$ cat src/design/rtc_pkg.sv
package rtc_pkg;

  // ----------------------------------------
  // Host ports and array size
  // ----------------------------------------
  localparam logic [15:0] INDEX_PORT  = 16'h0070;
  localparam logic [15:0] DATA_PORT   = 16'h0071;
  localparam int          RAM_BYTES   = 64;
  localparam int          CLOCK_BYTES = 14;

  // ----------------------------------------
  // Byte locations
  // ----------------------------------------
  localparam logic [5:0] LOC_SEC     = 6'h00;
  localparam logic [5:0] LOC_SEC_ALM = 6'h01;
  localparam logic [5:0] LOC_MIN     = 6'h02;
  localparam logic [5:0] LOC_MIN_ALM = 6'h03;
  localparam logic [5:0] LOC_HR      = 6'h04;
  localparam logic [5:0] LOC_HR_ALM  = 6'h05;
  localparam logic [5:0] LOC_WDAY    = 6'h06;
  localparam logic [5:0] LOC_MDAY    = 6'h07;
  localparam logic [5:0] LOC_MON     = 6'h08;
  localparam logic [5:0] LOC_YEAR    = 6'h09;
  localparam logic [5:0] LOC_REG_A   = 6'h0a;
  localparam logic [5:0] LOC_REG_B   = 6'h0b;
  localparam logic [5:0] LOC_REG_C   = 6'h0c;
  localparam logic [5:0] LOC_REG_D   = 6'h0d;

  // ----------------------------------------
  // Field positions
  // ----------------------------------------
  localparam int IDX_NMI  = 7;
  localparam int B_SET    = 7;
  localparam int B_PIE    = 6;
  localparam int B_AIE    = 5;
  localparam int B_UIE    = 4;
  localparam int B_SQWE   = 3;
  localparam int B_BIN    = 2;
  localparam int B_24H    = 1;
  localparam int B_DSE    = 0;

  // ----------------------------------------
  // Reset values and codes
  // ----------------------------------------
  localparam logic [2:0] DV_32K      = 3'h2;
  localparam logic [2:0] DV_RESET    = 3'h2;
  localparam logic [3:0] RS_RESET    = 4'h6;
  localparam logic [7:0] B_RESET     = 8'h02;
  localparam logic [1:0] ALM_ANY     = 2'h3;

  // ----------------------------------------
  // Timing
  // ----------------------------------------
  localparam int CLK_HZ      = 200_000_000;
  localparam int TB_HZ       = 32768;
  localparam int UIP_LEAD_US = 244;
  localparam int UIP_TICKS   = (UIP_LEAD_US * TB_HZ + 999_999) / 1_000_000;

  typedef enum logic [1:0] {UPD_IDLE, UPD_WAIT, UPD_APPLY} upd_state_t;

endpackage

$ cat src/design/rtc_cmos_ram.sv
module rtc_cmos_ram #(
  parameter int CLK_HZ = rtc_pkg::CLK_HZ,
  parameter int TB_HZ  = rtc_pkg::TB_HZ
) (
  input  wire logic        MCLK,
  input  wire logic        SYS_RST,
  input  wire logic [15:0] IO_ADDR,
  input  wire logic        IO_WR,
  input  wire logic        IO_RD,
  input  wire logic [7:0]  IO_WDATA,
  input  wire logic        POWER_GOOD,
  output logic [7:0]       IO_RDATA,
  output logic             NMI_DISABLE,
  output logic             IRQ,
  output logic             SQW_OUT
);

  logic [7:0]          ram_q [0:rtc_pkg::RAM_BYTES-1];
  logic [5:0]          index_q;
  logic                nmi_mask_q;
  logic [2:0]          dv_q;
  logic [3:0]          rs_q;
  logic [7:0]          b_q;
  logic                pf_q;
  logic                af_q;
  logic                uf_q;
  logic [31:0]         acc_q;
  logic [14:0]         div_q;
  rtc_pkg::upd_state_t st_q;
  logic [3:0]          uip_cnt_q;
  logic                dst_done_q;
  logic [7:0]          rdata_q;
  logic                sqw_q;

  // ----------------------------------------
  // Helpers
  // ----------------------------------------
  function automatic logic [7:0] to_bin(input logic [7:0] v, input logic bin);
    to_bin = bin ? v : 8'({4'h0, v[7:4]} * 8'd10 + {4'h0, v[3:0]});
  endfunction

  function automatic logic [7:0] from_bin(input logic [7:0] n, input logic bin);
    from_bin = bin ? n : {4'(n / 8'd10), 4'(n % 8'd10)};
  endfunction

  function automatic logic [7:0] month_days(input logic [7:0] m, input logic [7:0] y);
    case (m)
      8'd2:                      month_days = (y[1:0] == 2'h0) ? 8'd29 : 8'd28;
      8'd4, 8'd6, 8'd9, 8'd11:   month_days = 8'd30;
      default:                   month_days = 8'd31;
    endcase
  endfunction

  function automatic logic [3:0] period_log2(input logic [3:0] rs);
    case (rs)
      4'h1:    period_log2 = 4'h7;
      4'h2:    period_log2 = 4'h8;
      default: period_log2 = rs - 4'h1;
    endcase
  endfunction

  function automatic logic alarm_hit(input logic [7:0] alm, input logic [7:0] v);
    alarm_hit = (alm[7:6] == rtc_pkg::ALM_ANY) || (alm == v);
  endfunction

  // ----------------------------------------
  // Host port decode
  // ----------------------------------------
  logic idx_wr;
  logic data_wr;
  logic data_rd;
  logic clk_loc;
  assign idx_wr  = IO_WR && (IO_ADDR == rtc_pkg::INDEX_PORT);
  assign data_wr = IO_WR && (IO_ADDR == rtc_pkg::DATA_PORT);
  assign data_rd = IO_RD && (IO_ADDR == rtc_pkg::DATA_PORT);
  assign clk_loc = (index_q >= rtc_pkg::LOC_REG_A) && (index_q <= rtc_pkg::LOC_REG_D);

  always_ff @(posedge MCLK)
  begin
    if (SYS_RST)
    begin
      index_q    <= rtc_pkg::LOC_REG_D;
      nmi_mask_q <= 1'b1;
    end
    else if (idx_wr)
    begin
      index_q    <= IO_WDATA[5:0];
      nmi_mask_q <= IO_WDATA[rtc_pkg::IDX_NMI];
    end
  end
  assign NMI_DISABLE = nmi_mask_q;

  // ----------------------------------------
  // Time base and divider chain
  // ----------------------------------------
  logic [31:0] acc_sum;
  logic        tb_tick;
  logic        dv_ok;
  logic        sec_tick;
  logic        per_tick;
  logic [3:0]  per_sel;
  logic [14:0] per_mask;
  assign acc_sum  = acc_q + 32'(TB_HZ);
  assign tb_tick  = (acc_sum >= 32'(CLK_HZ));
  assign dv_ok    = (dv_q == rtc_pkg::DV_32K);
  assign sec_tick = tb_tick && dv_ok && (div_q == 15'h7fff);
  assign per_sel  = period_log2(rs_q);
  assign per_mask = 15'((16'h1 << per_sel) - 16'h1);
  assign per_tick = tb_tick && dv_ok && (rs_q != 4'h0) && ((div_q & per_mask) == per_mask);

  always_ff @(posedge MCLK)
  begin
    if (SYS_RST)
      acc_q <= 32'h0;
    else if (tb_tick)
      acc_q <= acc_sum - 32'(CLK_HZ);
    else
      acc_q <= acc_sum;
  end

  always_ff @(posedge MCLK)
  begin
    if (SYS_RST || !dv_ok)
      div_q <= 15'h0;
    else if (tb_tick)
      div_q <= div_q + 15'h1;
  end

  always_ff @(posedge MCLK)
  begin
    if (SYS_RST)
      sqw_q <= 1'b0;
    else
      sqw_q <= b_q[rtc_pkg::B_SQWE] && dv_ok && (rs_q != 4'h0)
               && div_q[per_sel - 4'h1];
  end
  assign SQW_OUT = sqw_q;

  // ----------------------------------------
  // Update cycle sequencer
  // ----------------------------------------
  logic uip;
  assign uip = (st_q != rtc_pkg::UPD_IDLE);

  always_ff @(posedge MCLK)
  begin
    if (SYS_RST)
    begin
      st_q      <= rtc_pkg::UPD_IDLE;
      uip_cnt_q <= 4'h0;
    end
    else
    begin
      case (st_q)
        rtc_pkg::UPD_IDLE:
          if (sec_tick && !b_q[rtc_pkg::B_SET])
          begin
            st_q      <= rtc_pkg::UPD_WAIT;
            uip_cnt_q <= 4'h0;
          end
        rtc_pkg::UPD_WAIT:
          if (b_q[rtc_pkg::B_SET])
            st_q <= rtc_pkg::UPD_IDLE;
          else if (tb_tick)
          begin
            uip_cnt_q <= uip_cnt_q + 4'h1;
            if (uip_cnt_q == 4'(rtc_pkg::UIP_TICKS - 1))
              st_q <= rtc_pkg::UPD_APPLY;
          end
        rtc_pkg::UPD_APPLY:
          st_q <= rtc_pkg::UPD_IDLE;
        default:
          st_q <= rtc_pkg::UPD_IDLE;
      endcase
    end
  end

  // ----------------------------------------
  // Next time and calendar
  // ----------------------------------------
  logic       bm;
  logic [7:0] s, m, h, h12, wd, md, mo, yr;
  logic [7:0] ns, nm, nh, nwd, nmd, nmo, nyr, no12;
  logic [7:0] o_sec, o_min, o_hr;
  logic       dst_fall;
  logic       alm_match;

  always_comb
  begin
    bm  = b_q[rtc_pkg::B_BIN];
    s   = to_bin(ram_q[rtc_pkg::LOC_SEC], bm);
    m   = to_bin(ram_q[rtc_pkg::LOC_MIN], bm);
    wd  = to_bin(ram_q[rtc_pkg::LOC_WDAY], bm);
    md  = to_bin(ram_q[rtc_pkg::LOC_MDAY], bm);
    mo  = to_bin(ram_q[rtc_pkg::LOC_MON], bm);
    yr  = to_bin(ram_q[rtc_pkg::LOC_YEAR], bm);
    h12 = to_bin({1'b0, ram_q[rtc_pkg::LOC_HR][6:0]}, bm);
    if (b_q[rtc_pkg::B_24H])
      h = to_bin(ram_q[rtc_pkg::LOC_HR], bm);
    else
      h = ((h12 == 8'd12) ? 8'd0 : h12) + (ram_q[rtc_pkg::LOC_HR][7] ? 8'd12 : 8'd0);
    ns  = s + 8'd1;
    nm  = m;
    nh  = h;
    nwd = wd;
    nmd = md;
    nmo = mo;
    nyr = yr;
    if (ns >= 8'd60)
    begin
      ns = 8'd0;
      nm = m + 8'd1;
    end
    if (nm >= 8'd60)
    begin
      nm = 8'd0;
      nh = h + 8'd1;
    end
    if (nh >= 8'd24)
    begin
      nh  = 8'd0;
      nwd = (wd >= 8'd7) ? 8'd1 : wd + 8'd1;
      nmd = md + 8'd1;
      if (nmd > month_days(mo, yr))
      begin
        nmd = 8'd1;
        nmo = mo + 8'd1;
      end
      if (nmo > 8'd12)
      begin
        nmo = 8'd1;
        nyr = (yr >= 8'd99) ? 8'd0 : yr + 8'd1;
      end
    end
    dst_fall = 1'b0;
    if (b_q[rtc_pkg::B_DSE] && wd == 8'd1 && h == 8'd1 && m == 8'd59 && s == 8'd59)
    begin
      if (mo == 8'd4 && md >= 8'd24)
        nh = 8'd3;
      else if (mo == 8'd10 && md >= 8'd25 && !dst_done_q)
      begin
        nh       = 8'd1;
        dst_fall = 1'b1;
      end
    end
    no12  = (nh % 8'd12 == 8'd0) ? 8'd12 : nh % 8'd12;
    o_sec = from_bin(ns, bm);
    o_min = from_bin(nm, bm);
    if (b_q[rtc_pkg::B_24H])
      o_hr = from_bin(nh, bm);
    else
      o_hr = {nh >= 8'd12, 7'(from_bin(no12, bm))};
    alm_match = alarm_hit(ram_q[rtc_pkg::LOC_SEC_ALM], o_sec)
             && alarm_hit(ram_q[rtc_pkg::LOC_MIN_ALM], o_min)
             && alarm_hit(ram_q[rtc_pkg::LOC_HR_ALM], o_hr);
  end

  always_ff @(posedge MCLK)
  begin
    if (SYS_RST)
      dst_done_q <= 1'b0;
    else if (st_q == rtc_pkg::UPD_APPLY)
    begin
      if (dst_fall)
        dst_done_q <= 1'b1;
      else if (nh == 8'd3)
        dst_done_q <= 1'b0;
    end
  end

  // ----------------------------------------
  // Byte array
  // ----------------------------------------
  always_ff @(posedge MCLK)
  begin
    if (st_q == rtc_pkg::UPD_APPLY)
    begin
      ram_q[rtc_pkg::LOC_SEC]  <= o_sec;
      ram_q[rtc_pkg::LOC_MIN]  <= o_min;
      ram_q[rtc_pkg::LOC_HR]   <= o_hr;
      ram_q[rtc_pkg::LOC_WDAY] <= from_bin(nwd, bm);
      ram_q[rtc_pkg::LOC_MDAY] <= from_bin(nmd, bm);
      ram_q[rtc_pkg::LOC_MON]  <= from_bin(nmo, bm);
      ram_q[rtc_pkg::LOC_YEAR] <= from_bin(nyr, bm);
    end
    if (data_wr && !clk_loc)
      ram_q[index_q] <= IO_WDATA;
  end

  // ----------------------------------------
  // Status A and B
  // ----------------------------------------
  always_ff @(posedge MCLK)
  begin
    if (SYS_RST)
    begin
      dv_q <= rtc_pkg::DV_RESET;
      rs_q <= rtc_pkg::RS_RESET;
      b_q  <= rtc_pkg::B_RESET;
    end
    else if (data_wr && index_q == rtc_pkg::LOC_REG_A)
    begin
      dv_q <= IO_WDATA[6:4];
      rs_q <= IO_WDATA[3:0];
    end
    else if (data_wr && index_q == rtc_pkg::LOC_REG_B)
      b_q <= IO_WDATA;
  end

  // ----------------------------------------
  // Status C flags and interrupt
  // ----------------------------------------
  logic c_rd;
  logic irqf;
  logic upd_done;
  assign c_rd     = data_rd && (index_q == rtc_pkg::LOC_REG_C);
  assign upd_done = (st_q == rtc_pkg::UPD_APPLY);

  always_ff @(posedge MCLK)
  begin
    if (SYS_RST)
    begin
      pf_q <= 1'b0;
      af_q <= 1'b0;
      uf_q <= 1'b0;
    end
    else
    begin
      pf_q <= per_tick || (pf_q && !c_rd);
      af_q <= (upd_done && alm_match) || (af_q && !c_rd);
      uf_q <= upd_done || (uf_q && !c_rd);
    end
  end

  assign irqf = (pf_q && b_q[rtc_pkg::B_PIE])
             || (af_q && b_q[rtc_pkg::B_AIE])
             || (uf_q && b_q[rtc_pkg::B_UIE]);
  assign IRQ = irqf;

  // ----------------------------------------
  // Read data
  // ----------------------------------------
  always_ff @(posedge MCLK)
  begin
    if (SYS_RST)
      rdata_q <= 8'h00;
    else if (data_rd)
    begin
      case (index_q)
        rtc_pkg::LOC_REG_A: rdata_q <= {uip, dv_q, rs_q};
        rtc_pkg::LOC_REG_B: rdata_q <= b_q;
        rtc_pkg::LOC_REG_C: rdata_q <= {irqf, pf_q, af_q, uf_q, 4'h0};
        rtc_pkg::LOC_REG_D: rdata_q <= {POWER_GOOD, 7'h00};
        default:            rdata_q <= ram_q[index_q];
      endcase
    end
  end
  assign IO_RDATA = rdata_q;
endmodule // rtc_cmos_ram

$ cat config.mk
export PLATFORM = sky130hd
export DESIGN_NAME = rtc_cmos_ram
export DESIGN_NICKNAME = d
export VERILOG_FILES = /design/src/design/rtc_pkg.sv /design/src/design/rtc_cmos_ram.sv
export SDC_FILE = /design/constraint.sdc
export NUM_CORES = 1
export LEC_CHECK = 0
export BUFFER_PORTS_ARGS = -buffer_cell sky130_fd_sc_hd__buf_4
export CORE_MARGIN = 8
export CORE_UTILIZATION = 29
export DETAILED_ROUTE_END_ITERATION = 10
export GPL_ROUTABILITY_DRIVEN = 0
export PLACE_DENSITY = 0.49
export SYNTH_ARGS = -nofsm -noshare
export SYNTH_HDL_FRONTEND = slang
export SYNTH_SLANG_ARGS = --single-unit
$ cat constraint.sdc
create_clock -name MCLK -period 9.9 [get_ports MCLK]
set_input_delay 1.485 -clock MCLK [delete_from_list [all_inputs] [get_ports MCLK]]
set_output_delay 1.485 -clock MCLK [all_outputs]
set_load 0.1 [all_outputs]
==> impl_metrics.yaml <==
worst_setup_path:
  critPathSlowestCell: "a311oi_2"
  critPathLaunchType: "register"
  max_stage_delay_ns: 0.61
  cp.arrival_ns: 9.37
  critPathMaxFanout: 18
  criticalPathCategory: "reg2reg"
  path_common_cell: "ha_1"
  setup.worst_path.end_class: "register"
  required_ns: 10.27
detailed_routing:
  viasPerCell: 5.29
  drt_iter0_markers: 2091
  dr.pass1.iters: 5
  vias: 22800
  wirelength_um: 96400
  wl_per_cell_um: 22.4
  final_antenna_net_count: 0
  drcViolationCount: 0
global_routing:
  grt_first_pass_wirelength_um: 145000
  grt_max_degree: 113
  grt_pass1_vias: 22300
  grt-ovfl-total: 0
  grt_use_total_pct: 14.8
  antenna_found_initial: 1
yosys:
  ys_warn_count: 0
  syn_area_mm2: 0.0335
  synthTopCellsByCount: "edfxtp_1 (512), nor2_1 (271), nand2_1 (217)"
  synth_top_cell_by_area: "edfxtp_1"
  synth_area_leaders: "edfxtp_1 (46%), mux4_2 (11%), dfxtp_1 (5.1%)"
  synth_cells: 2713
  synth-main-ff-cell: "edfxtp_1"
  yosysMostFrequentCell: "edfxtp_1"
  yosysSeqAreaShare_pct: 50.9
  synth_edf_count: 512
  yosysUniqueCellTypes: 119
  ys_ff_latch: 597
  synth_top_cell_area_share_pct: 45.8
  async_flop_share_pct: 0
  syn_avg_cell_area_um2: 12.4
sta:
  finalSetupViolations: 0
  fin_crit_ns: 9.00
  slew_headroom_pct: 15.4
  finClkSkew_ns: 0.0285
  finalHoldViolations: 0
  setup_ws_ns: 0.900
  clock.fmax_mhz: 111
  rsz0062_at_grt: "no"
  setup_tns_ns: 0
  slew_viol_final: 0
  worstMarginPinSlew_ns: 1.26
  fin_crit_sh_pct: 90.9
floorplan:
  core-area_mm2: 0.115
  rows: 124
  die_x_um: 356
  initial_utilization_pct: 29.3
  die_h_um: 356
  dieArea_mm2: 0.127
  ioPinCount: 40
worst_hold_path:
  hold_class: "reg2reg"
placement:
  dpl_worst_slack_ns: 0.968
  dp_hpwl_um: 64100
  portBuffers: 39
  dpl_cell_area_mm2: 0.0355
cts:
  cts_resized: 0
  cts_made_buffers: 67
  cts-root-buf: "clkbuf_16"
  cts_max_level: 3
  cts_tree: "done"
  hold_buffers: 0
  clock_path_buffers: 3
  cts.sinks: 597
  postCtsSetupRepairBufs: 0
  clk_latency_ns: 0.62
  cts.clk_slew.worst_paths_ns: 0.06
cells_and_area:
  regArea_mm2: 0.0171
  area_delta_synth_final_pct: 12.3
  fillers: 11400
  final_util_pct: 32.9
  multi_input_area_mm2: 0.0158
  fin_area_mm2: 0.0377
  final_nets: 2879
  drive_above_1_share_pct: 15.8
pwr:
  leakagePower_nw: 12.7
  finalPower_mw: 5.64
  ir_drop_uv: 134
  power_density_mw_per_mm2: 150
run:
  maxCapViolCount: 0
run_status:
  outcome: "finished, final reports clean"
-- placed cells by master (no fill, tap or decap), drive strengths merged, types with 18 or more instances in the layout --
master and count:
edfxtp 512, nor2 273, nand2 220, mux4 171, a21oi 140, o21ai 104, ha 95, xnor2 88
dfxtp 85, clkbuf 81, nand3 79, buf 63, inv 63, xor2 59, nor3 56, mux2i 50
conb 32, o211ai 32, a211oi 31, clkinv 30, mux2 28, and2 26, nand4 25, a21o 24
a31oi 23, nor2b 22, nand2b 22, o31ai 22, or2 21, or4 18
-- final cells by class --
| type | count | area share, % |
|---|---|---|
| Multi-Input combinational cell | 1953 | 41.9 |
| Sequential cell | 597 | 45.3 |
| Clock buffer | 81 | 4.67 |
| Inverter | 59 | 0.588 |
| Clock inverter | 42 | 1.19 |
| Timing Repair Buffer | 63 | 1.29 |
| Tap cell | 1512 | 5.02 |
| Antenna cell | 1 | 0.00664 |
-- per-layer routing --
layer	routed length, um	track usage [%]	vias up
met4	2230	3.53	0
met5	0	0	-
met2	43700	23.2	597
met3	4830	2.06	127
li1	-	-	10600
met1	45600	21.6	11500
-- report_power, final --
group / total [mW] / internal (mW) / switching (mW) / leakage, nW
Clock: 2.52 / 1.45 / 1.07 / 1.08
Combinational: 0.311 / 0.120 / 0.191 / 6.27
Sequential: 2.81 / 2.77 / 0.0388 / 5.32
-- registers in the layout, indices dropped and copies added, names as in the netlist, named ones only --
register / cells
uip_cnt_q: 4
af_q: 1
rs_q: 4
pf_q: 1
div_q: 15
acc_q: 23
b_q: 8
index_q: 6
uf_q: 1
ram_q: 512
IO_RDATA: 8
dv_q: 3
st_q: 2
SQW_OUT: 1
dst_done_q: 1
NMI_DISABLE: 1
-- stage by stage --
stage / hold WS, ns / cells
global route: 0.496 / 4307
CTS: 0.470 / 4307
floorplan: 0.441 / 2744
finish: 0.465 / 4308
global placement: 0.457 / 4184
detailed placement: 0.461 / 4184
-- cells by family after synthesis --
| kind of cell | after synthesis | synth area share [%] |
|---|---|---|
| buffers and inverters | 194 | 2.40 |
| DFF | 597 | 50.9 |
| AOI/OAI and AO/OA | 552 | 11.7 |
| adders and majority gates | 111 | 4.44 |
| and+or+nand+nor | 861 | 12.5 |
| xor gates and xnor gates | 148 | 3.95 |
| other | 1 | 0.0112 |
| muxes | 249 | 14.1 |
-- final timing paths --
kind / start / end / slack, ns / depth (start not counted)
worst max-delay path: ram_q[8][5] / ram_q[9][3] / 0.90 / 31
worst min-delay path: IO_RDATA[3] / IO_RDATA[3] / 0.46 / 2
worst max register to register: ram_q[8][5] / ram_q[9][3] / 0.90 / 31
worst min register to register: IO_RDATA[3] / IO_RDATA[3] / 0.46 / 2
-- worst max-delay path, delay by kind of cell (launching register included) --
kind | cells | cell delay [ns]
buf+inv | 1 | 0.27
mux | 1 | 0.26
simple gates | 10 | 2.49
xor+xnor | 1 | 0.16
compound gates | 13 | 3.47
fa+ha+maj | 5 | 1.59
flops | 1 | 0.49
Power figures use the tool's default switching activity.
